<file path="config.mk">
export PLATFORM = sky130hd
export DESIGN_NAME = rcb_regbank
export DESIGN_NICKNAME = d
export VERILOG_FILES = /design/src/rtl/rcb_pkg.sv /design/src/rtl/rcb_regbank.sv
export SDC_FILE = /design/constraint.sdc
export NUM_CORES = 1
export LEC_CHECK = 0
export ABC_CLOCK_PERIOD_IN_PS = 4000
export BUFFER_PORTS_ARGS = -buffer_cell sky130_fd_sc_hd__buf_2
export CAP_MARGIN = 15
export CORE_AREA = 2 2 95 106
export DETAILED_ROUTE_END_ITERATION = 7
export DIE_AREA = 0 0 97 108
export PLACE_DENSITY = 0.54
export SYNTH_ARGS = -nofsm -noshare
export SYNTH_HDL_FRONTEND = slang
export SYNTH_SLANG_ARGS = --single-unit
</file>
<file path="constraint.sdc">
create_clock -name clk_in -period 4 [get_ports clk_in]
set_input_delay 0.6 -clock clk_in [delete_from_list [all_inputs] [get_ports clk_in]]
set_output_delay 0.6 -clock clk_in [all_outputs]
set_load 0.05 [all_outputs]
</file>
<file path="src/rtl/rcb_pkg.sv">
/*
 * Package for the regulator control register bank: register indices,
 * field positions and widths, mode encodings and timing constants.
 * Assumes one 100 MHz clock shared by the bank and its users.
 */
package rcb_pkg;

    // ------------------------------------------------------------
    // Register indices (byte address on the plain port)
    // ------------------------------------------------------------
    localparam int          ADDR_W           = 8;
    localparam int          DATA_W           = 8;
    localparam logic [7:0]  BUCK3_SLEEP_ADDR = 8'h00;
    localparam logic [7:0]  BUCK3_MODE_ADDR  = 8'h01;
    localparam logic [7:0]  BUCK3_CONF_ADDR  = 8'h02;
    localparam logic [7:0]  BOOST_CTL_ADDR   = 8'h03;
    localparam logic [7:0]  FRONT_CTL_ADDR   = 8'h04;
    localparam logic [7:0]  DDRREF_CTL_ADDR  = 8'h05;
    localparam logic [7:0]  STBY_CTL_ADDR    = 8'h06;
    localparam logic [7:0]  LIN1_CTL_ADDR    = 8'h07;
    localparam logic [7:0]  STATUS_ADDR      = 8'h08;

    // ------------------------------------------------------------
    // Implemented-bit masks per register
    // ------------------------------------------------------------
    localparam logic [7:0]  BUCK3_SLEEP_MASK = 8'h1f;
    localparam logic [7:0]  BUCK3_MODE_MASK  = 8'h2f;
    localparam logic [7:0]  BUCK3_CONF_MASK  = 8'h7d;
    localparam logic [7:0]  BOOST_CTL_MASK   = 8'h6f;
    localparam logic [7:0]  FRONT_CTL_MASK   = 8'h01;
    localparam logic [7:0]  DDRREF_CTL_MASK  = 8'h01;
    localparam logic [7:0]  STBY_CTL_MASK    = 8'h07;
    localparam logic [7:0]  LIN1_CTL_MASK    = 8'hff;

    // ------------------------------------------------------------
    // Field positions
    // ------------------------------------------------------------
    localparam int B3_SLEEP_LSB   = 0;
    localparam int B3_OMODE_BIT   = 5;
    localparam int B3_SWSEL_LSB   = 0;
    localparam int B3_STEP_BIT    = 6;
    localparam int B3_PHASE_LSB   = 4;
    localparam int B3_FREQ_LSB    = 2;
    localparam int B3_ILIM_BIT    = 0;
    localparam int BST_STBY_LSB   = 5;
    localparam int BST_NORM_LSB   = 2;
    localparam int BST_VOLT_LSB   = 0;
    localparam int FE_INHIBIT_BIT = 0;
    localparam int DDR_EN_BIT     = 0;
    localparam int AON_VOLT_LSB   = 0;
    localparam int L1_OMODE_BIT   = 7;
    localparam int L1_LPWR_BIT    = 6;
    localparam int L1_STBY_BIT    = 5;
    localparam int L1_EN_BIT      = 4;
    localparam int L1_VOLT_LSB    = 0;

    // ------------------------------------------------------------
    // Encodings
    // ------------------------------------------------------------
    typedef enum logic [1:0] {
        BST_OFF  = 2'h0,
        BST_PFM  = 2'h1,
        BST_AUTO = 2'h2,
        BST_SKIP = 2'h3
    } rcb_boost_mode_t;

    localparam logic [2:0] AON_VOLT_3V0 = 3'h6;

    // ------------------------------------------------------------
    // Voltage-stepping timing
    // ------------------------------------------------------------
    localparam int CLK_MHZ       = 100;
    localparam int STEP_FAST_NS  = 2000;
    localparam int STEP_SLOW_NS  = 4000;
    localparam int STEP_FAST_CYC = STEP_FAST_NS * CLK_MHZ / 1000;
    localparam int STEP_SLOW_CYC = STEP_SLOW_NS * CLK_MHZ / 1000;
    localparam int STEP_CNT_W    = 10;

endpackage

</file>
<file path="src/rtl/rcb_regbank.sv">
/*
 * Regulator control register bank with plain register port, buck-three
 * voltage-stepping pacer and boost automatic-mode resolution.
 * Assumes a synchronous master, default values from configuration
 * memory presented at otp_*_in and sampled while reset is high.
 */
// Overview of operation
// - Buck-three sleep register bits 4:0 hold sleep voltage code.
// - Buck-three mode bit 5 picks off or sleep after turn-off.
// - Buck-three mode bits 3:0 hold switching mode code.
// - Config bit 6: step 25 mV every 2 us (0) or 4 us (1).
// - Config bits 5:4 select switching clock phase.
// - Config bits 3:2 select switching frequency.
// - Config bit 0: current limit 2.75 A (0) or 2.0 A (1).
// - Boost bits 6:5 set standby mode: off, PULSE_FREQUENCY_MODE, auto, skip.
// - Boost bits 3:2 set normal mode with same encoding.
// - Boost bits 1:0 select output voltage, 5.000 to 5.150 V.
// - Auto mode picks PULSE_FREQUENCY_MODE or skip from load current.
// - Boost runs auto mode when power-up sequence enables it outside standby.
// - Front-end bit 0 set keeps regulator out of low power.
// - DDR reference bit 0 enables the reference supply.
// - Always-on bits 2:0 set voltage; code 110 is 3.0 V.
// - Linear-one bit 7 picks off or sleep on button turn-off.
// - Linear-one bit 6 allows low-power mode in standby.
// - Linear-one bit 5 set turns it off during standby.
// - Linear-one bit 4 enables the regulator.
// - Linear-one bits 3:0 hold its output voltage code.
// - Registers accept reads and writes in any device state.
// - Reset loads implemented fields from configuration memory.
`timescale 1ns/100ps

module rcb_regbank (
    input  wire logic        clk_in,
    input  wire logic        srst_in,
    input  wire logic [7:0]  addr_in,
    input  wire logic [7:0]  wdata_in,
    input  wire logic        wr_in,
    input  wire logic        rd_in,
    output logic      [7:0]  rdata_out,
    input  wire logic [7:0]  otp_buck3_sleep_in,
    input  wire logic [7:0]  otp_buck3_mode_in,
    input  wire logic [7:0]  otp_buck3_conf_in,
    input  wire logic [7:0]  otp_boost_ctl_in,
    input  wire logic [7:0]  otp_front_ctl_in,
    input  wire logic [7:0]  otp_ddrref_ctl_in,
    input  wire logic [7:0]  otp_stby_ctl_in,
    input  wire logic [7:0]  otp_lin1_ctl_in,
    input  wire logic        standby_in,
    input  wire logic        sleep_in,
    input  wire logic        heavy_load_in,
    input  wire logic        seq_boost_en_in,
    output logic      [4:0]  buck_three_sleep_code_out,
    output logic             buck_three_turnoff_mode_out,
    output logic      [3:0]  buck_three_switch_select_out,
    output logic             buck_three_step_rate_out,
    output logic      [1:0]  buck_three_clock_phase_out,
    output logic      [1:0]  buck_three_frequency_out,
    output logic             buck_three_current_limit_out,
    output logic             buck_three_step_tick_out,
    output logic      [1:0]  boost_active_mode_out,
    output logic      [1:0]  boost_voltage_code_out,
    output logic             front_end_low_power_out,
    output logic             ddr_reference_enable_out,
    output logic      [2:0]  always_on_voltage_code_out,
    output logic             always_on_code_valid_out,
    output logic             linear_one_turnoff_mode_out,
    output logic             linear_one_low_power_out,
    output logic             linear_one_on_out,
    output logic      [3:0]  linear_one_voltage_code_out
);

    // ------------------------------------------------------------
    // Register storage
    // ------------------------------------------------------------
    logic [7:0] b3_sleep_q;
    logic [7:0] b3_mode_q;
    logic [7:0] b3_conf_q;
    logic [7:0] bst_ctl_q;
    logic [7:0] fe_ctl_q;
    logic [7:0] ddr_ctl_q;
    logic [7:0] aon_ctl_q;
    logic [7:0] l1_ctl_q;
    logic [7:0] rdata_d;
    logic [7:0] status_d;
    logic [1:0] bst_sel_d;
    logic [1:0] bst_mode_d;
    logic [1:0] bst_mode_q;
    logic [9:0] step_cnt_q;
    logic [9:0] step_lim_d;
    logic       step_tick_q;

    // ------------------------------------------------------------
    // Register writes
    // ------------------------------------------------------------
    // load defaults
    always_ff @(posedge clk_in) begin
        if (srst_in) begin
            b3_sleep_q <= otp_buck3_sleep_in & rcb_pkg::BUCK3_SLEEP_MASK;
            b3_mode_q  <= otp_buck3_mode_in & rcb_pkg::BUCK3_MODE_MASK;
            b3_conf_q  <= otp_buck3_conf_in & rcb_pkg::BUCK3_CONF_MASK;
            bst_ctl_q  <= otp_boost_ctl_in & rcb_pkg::BOOST_CTL_MASK;
            fe_ctl_q   <= otp_front_ctl_in & rcb_pkg::FRONT_CTL_MASK;
            ddr_ctl_q  <= otp_ddrref_ctl_in & rcb_pkg::DDRREF_CTL_MASK;
            aon_ctl_q  <= otp_stby_ctl_in & rcb_pkg::STBY_CTL_MASK;
            l1_ctl_q   <= otp_lin1_ctl_in & rcb_pkg::LIN1_CTL_MASK;
        end else if (wr_in) begin
            case (addr_in)
                rcb_pkg::BUCK3_SLEEP_ADDR: begin
                    b3_sleep_q <= wdata_in & rcb_pkg::BUCK3_SLEEP_MASK;
                end
                rcb_pkg::BUCK3_MODE_ADDR: begin
                    b3_mode_q <= wdata_in & rcb_pkg::BUCK3_MODE_MASK;
                end
                rcb_pkg::BUCK3_CONF_ADDR: begin
                    b3_conf_q <= wdata_in & rcb_pkg::BUCK3_CONF_MASK;
                end
                rcb_pkg::BOOST_CTL_ADDR: begin
                    bst_ctl_q <= wdata_in & rcb_pkg::BOOST_CTL_MASK;
                end
                rcb_pkg::FRONT_CTL_ADDR: begin
                    fe_ctl_q <= wdata_in & rcb_pkg::FRONT_CTL_MASK;
                end
                rcb_pkg::DDRREF_CTL_ADDR: begin
                    ddr_ctl_q <= wdata_in & rcb_pkg::DDRREF_CTL_MASK;
                end
                rcb_pkg::STBY_CTL_ADDR: begin
                    aon_ctl_q <= wdata_in & rcb_pkg::STBY_CTL_MASK;
                end
                rcb_pkg::LIN1_CTL_ADDR: begin
                    l1_ctl_q <= wdata_in & rcb_pkg::LIN1_CTL_MASK;
                end
                default: begin
                end
            endcase
        end
    end

    // ------------------------------------------------------------
    // Read path
    // ------------------------------------------------------------
    always_comb begin
        status_d = 8'h00;
        status_d[1:0] = bst_mode_q;
        status_d[2] = linear_one_on_out;
        status_d[3] = front_end_low_power_out;
        status_d[4] = always_on_code_valid_out;
        rdata_d = 8'h00;
        case (addr_in)
            rcb_pkg::BUCK3_SLEEP_ADDR: rdata_d = b3_sleep_q;
            rcb_pkg::BUCK3_MODE_ADDR:  rdata_d = b3_mode_q;
            rcb_pkg::BUCK3_CONF_ADDR:  rdata_d = b3_conf_q;
            rcb_pkg::BOOST_CTL_ADDR:   rdata_d = bst_ctl_q;
            rcb_pkg::FRONT_CTL_ADDR:   rdata_d = fe_ctl_q;
            rcb_pkg::DDRREF_CTL_ADDR:  rdata_d = ddr_ctl_q;
            rcb_pkg::STBY_CTL_ADDR:    rdata_d = aon_ctl_q;
            rcb_pkg::LIN1_CTL_ADDR:    rdata_d = l1_ctl_q;
            rcb_pkg::STATUS_ADDR:      rdata_d = status_d;
            default:                   rdata_d = 8'h00;
        endcase
    end

    always_ff @(posedge clk_in) begin
        if (srst_in) begin
            rdata_out <= 8'h00;
        end else if (rd_in) begin
            rdata_out <= rdata_d;
        end else begin
            rdata_out <= 8'h00;
        end
    end

    // ------------------------------------------------------------
    // Buck-three fields
    // ------------------------------------------------------------
    // sleep code
    assign buck_three_sleep_code_out = b3_sleep_q[rcb_pkg::B3_SLEEP_LSB +: 5];
    assign buck_three_turnoff_mode_out = b3_mode_q[rcb_pkg::B3_OMODE_BIT];
    assign buck_three_switch_select_out =
        b3_mode_q[rcb_pkg::B3_SWSEL_LSB +: 4];
    assign buck_three_step_rate_out = b3_conf_q[rcb_pkg::B3_STEP_BIT];
    assign buck_three_clock_phase_out = b3_conf_q[rcb_pkg::B3_PHASE_LSB +: 2];
    assign buck_three_frequency_out = b3_conf_q[rcb_pkg::B3_FREQ_LSB +: 2];
    assign buck_three_current_limit_out = b3_conf_q[rcb_pkg::B3_ILIM_BIT];

    // ------------------------------------------------------------
    // Voltage-stepping pacer
    // ------------------------------------------------------------
    // step period select
    assign step_lim_d = b3_conf_q[rcb_pkg::B3_STEP_BIT] ?
        10'(rcb_pkg::STEP_SLOW_CYC - 1) : 10'(rcb_pkg::STEP_FAST_CYC - 1);

    always_ff @(posedge clk_in) begin
        if (srst_in) begin
            step_cnt_q  <= 10'h000;
            step_tick_q <= 1'b0;
        end else if (step_cnt_q >= step_lim_d) begin
            step_cnt_q  <= 10'h000;
            step_tick_q <= 1'b1;
        end else begin
            step_cnt_q  <= step_cnt_q + 10'h001;
            step_tick_q <= 1'b0;
        end
    end
    assign buck_three_step_tick_out = step_tick_q;

    // ------------------------------------------------------------
    // Boost converter mode
    // ------------------------------------------------------------
    // standby or normal mode field select
    always_comb begin
        bst_sel_d = standby_in ? bst_ctl_q[rcb_pkg::BST_STBY_LSB +: 2] :
                                 bst_ctl_q[rcb_pkg::BST_NORM_LSB +: 2];
        bst_mode_d = bst_sel_d;
        if (seq_boost_en_in && !standby_in) begin
            bst_sel_d  = rcb_pkg::BST_AUTO;
        end
        if (bst_sel_d == rcb_pkg::BST_AUTO) begin
            bst_mode_d = heavy_load_in ? rcb_pkg::BST_SKIP : rcb_pkg::BST_PFM;
        end
    end

    always_ff @(posedge clk_in) begin
        if (srst_in) begin
            bst_mode_q <= rcb_pkg::BST_OFF;
        end else begin
            bst_mode_q <= bst_mode_d;
        end
    end
    assign boost_active_mode_out = bst_mode_q;
    assign boost_voltage_code_out = bst_ctl_q[rcb_pkg::BST_VOLT_LSB +: 2];

    // ------------------------------------------------------------
    // Front end, DDR reference, always-on supply
    // ------------------------------------------------------------
    // low-power inhibit
    assign front_end_low_power_out =
        standby_in & ~fe_ctl_q[rcb_pkg::FE_INHIBIT_BIT];
    assign ddr_reference_enable_out = ddr_ctl_q[rcb_pkg::DDR_EN_BIT];
    assign always_on_voltage_code_out = aon_ctl_q[rcb_pkg::AON_VOLT_LSB +: 3];
    assign always_on_code_valid_out =
        (aon_ctl_q[rcb_pkg::AON_VOLT_LSB +: 3] == rcb_pkg::AON_VOLT_3V0);

    // ------------------------------------------------------------
    // Linear regulator one
    // ------------------------------------------------------------
    // turn-off choice
    assign linear_one_turnoff_mode_out = l1_ctl_q[rcb_pkg::L1_OMODE_BIT];
    assign linear_one_low_power_out =
        standby_in & l1_ctl_q[rcb_pkg::L1_LPWR_BIT];
    assign linear_one_on_out = l1_ctl_q[rcb_pkg::L1_EN_BIT] &
        ~(standby_in & l1_ctl_q[rcb_pkg::L1_STBY_BIT]) & ~sleep_in;
    assign linear_one_voltage_code_out = l1_ctl_q[rcb_pkg::L1_VOLT_LSB +: 4];

endmodule

</file>
==> key figures <==
Worst setup path
  – Crit Path Category: in2reg
  – Startpoint Class: input pin
  – Max stage delay on crit path: 0.67 ns
  – Crit path cell chain: buf_2, or4_1, nor3_1, nand2_1, o21bai_1
  – Worst Setup End Kind: flip-flop
  – R2R setup slack: 1.84 ns
  – Slowest-stage cell, CP: or4_1
  – Critical Path AT: 2.55 ns
  – Critical Path RT: 3.95 ns
  – Crit-path max FO: 6
  – Critical path's top delay family: simple AND/OR/NAND/NOR gates
  – CP Buf/Inv Count: 1

Drt
  – Routed via count: between 2000 and 2500
  – DR vias/cell: 4.76
  – Final WL: 7.59 mm
  – Number of routed nets with antenna violations: 0
  – DR WL/cell: 15.3 um
  – Post-route DRC violation count: 0
  – Drt pass-1 iters: 4
  – Initial DRC Count: 134

Timing
  – Fin worst setup slack: ~1.4 ns
  – Max Transition Viols Final: 0
  – FMAX: 386 MHz
  – Endpoints failing setup: 0
  – Post-route setup TNS: 0 ns
  – Crit path time final: 2.59 ns
  – Worst-Margin Slew: a little under 0.9 ns
  – Slew Limit Headroom: 0.410
  – Fin Clk Skew: about 0.006 ns
  – Period utilization: 0.648
  – RSZ-0062 raised after global routing: false
  – Final Hold Fails: 0

Power
  – Worst vdd ir: 0.000115 V
  – Power per cell area: 378 nW/um^2
  – Lkg Pwr: around 1.6 nW

Synthesis
  – Synthesized Nets: 385
  – YS warnings: 0
  – Netlist cell types: 46
  – Most used DFF post-synth: edfxtp_1
  – Post-synthesis area per instance: ~9.5 um^2
  – Number of flops mapped to enable cells by yosys: 35
  – Post-Syn Area: 2770 um^2
  – FFs w/ async S/R, synth: 0
  – Mapped Cells: ~290
  – Part of the Yosys area used for sequential elements: 0.530
  – Seq cells post-synth: 56

Global route
  – Met2 global-route usage: 0.249
  – Tot GR Track Use: 0.141
  – Layer with the highest usage: met2
  – Total grt overflow: 0
  – Initial antenna violation count: 0
  – Met1 usage: 0.178
  – Number of global-route vias before repair: 2193
  – Met3 usage: 0.0291
  – First-pass GRT wire length: ~12 mm
  – Largest net degree at the start of global routing: 57

Placed design
  – DP HPWL: 5.91 mm
  – RePlAce Congestion: 0.816
  – Pre-CTS setup slack: ~1.0 ns
  – Port Buf Inserts: 100

Floorplanning
  – Starting Density: 0.298
  – DIE HEIGHT: 108 um
  – Die area: 10500 um^2
  – Die span in x: 97 um
  – Core Area: around 9300 um^2
  – IO Pins: 130
  – # rows: 37

Clocking
  – Inserted Clock Buffers: 5
  – Setup bufs post-CTS: 0
  – Worst-Skew Late Latency: 0.31 ns
  – CTS HTree Levels: 2
  – Clock root buffer: clkbuf_8
  – Post-CTS sizing: 0
  – Max Root-Sink Buffers: 2
  – CTS tree: built
  – # hold bufs at CTS: 0
  – CTS clk-pin slew, worst paths: 0.11 ns
  – Sinks on the clock net: 56

Finish
  – Share of layout cells above drive strength 1: 0.301
  – Area of the multi-input gates: about 1200 um^2
  – FF+latch area: 1470 um^2
  – Most common cell after layout, fill and taps aside: buf_2
  – Most frequent cells in the layout: buf_2, nand2_1, edfxtp_1, nor2_1, dfxtp_1
  – Area growth, synth to finish: 22.9%
  – Final nets: 470
  – ANT cells: 0
  – Fillers: 976

Outcome
  – Status: completed

Worst hold path
  – Hold WC Path Type: reg2reg

Job
  – Number of max-cap violations: 0
[layer usage]
| metal | up-vias | wire [um] |
|---|---|---|
| met5 | - | 0 |
| met4 | 0 | 75 |
| met3 | 6 | 388 |
| met2 | 71 | 3890 |
| met1 | 1100 | 3240 |
| li1 | 1185 | - |
[power by group]
part / switching (mW) / internal [mW]
sequential: 0.0276 / 0.659
clock: 0.198 / 0.129
combinational: 0.197 / 0.0771
[synth_stat cells, types with 3 or more instances]
master	n	area (um^2)
o21bai_1	5	37.5
mux2i_1	6	60.1
xor2_1	3	26.3
dfxtp_1	21	420
nor2_1	24	90.1
mux2_2	3	33.8
nand4_1	3	18.8
buf_1	3	11.3
nand2_1	81	304
clkbuf_1	11	41.3
a21oi_1	6	30.0
edfxtp_1	35	1050
buf_4	6	45.0
o21ai_0	3	15.0
nand3_1	8	40.0
ha_1	4	50.1
nand2b_1	10	62.6
a31oi_1	5	31.3
xnor2_1	4	35.0
inv_1	6	22.5
and3_1	7	43.8
nor3_1	3	15.0
a211oi_1	3	22.5
[per-stage QoR]
| stage | hold slack, ns | cells | instance area [um^2] | power, mW | util |
|---|---|---|---|---|---|
| floorplan | 0.418 | 293 | 2770 | 0.890 | - |
| global placement | 0.429 | 488 | 3310 | 0.976 | 0.356 |
| detailed placement | 0.447 | 488 | 3310 | 0.977 | 0.356 |
| CTS | 0.464 | 496 | 3410 | 1.30 | 0.366 |
| global route | 0.480 | 496 | 3410 | 1.34 | 0.366 |
| finish | 0.453 | 496 | 3410 | 1.29 | 0.366 |
[layout make-up]
type | count | share of cell area
flip-flops and latches | 56 | 0.432
multi-input cells | 209 | 0.344
repair buffers | 100 | 0.147
well taps | 117 | 0.0430
clock buffers | 5 | 0.0202
clock inverters | 3 | 0.00771
inverters | 6 | 0.00661
[logic make-up (layout without fill, tap and decap cells)]
logic type	count (synthesis)	count (layout)	synth area share
adder cells (fa/ha/maj)	4	4	0.0180
flip-flops	56	56	0.530
AND/OR/NAND/NOR	151	151	0.252
XOR/XNOR	7	7	0.0221
multiplexers	9	9	0.0338
buffers and inverters	28	114	0.0469
AO/OA/AOI/OAI	38	38	0.0970
[registers in the layout, summed over array words and instances, names as in the netlist]
name and cells:
step_cnt_q 10, l1_ctl_q 8, rdata_out 8, b3_conf_q 6
bst_ctl_q 6, b3_mode_q 5, b3_sleep_q 5, aon_ctl_q 3
boost_active_mode_out 2, buck_three_step_tick_out 1, ddr_ctl_q 1, fe_ctl_q 1
[path summary, 6_finish.rpt]
check	from	to	cells past startpoint
setup / recovery	addr_in[5]	bst_ctl_q[0]	5
hold / removal	step_cnt_q[0]	step_cnt_q[0]	1
setup reg to reg	b3_conf_q[6]	step_cnt_q[6]	6
hold reg to reg	step_cnt_q[0]	step_cnt_q[0]	1
Power figures use the tool's default switching activity.
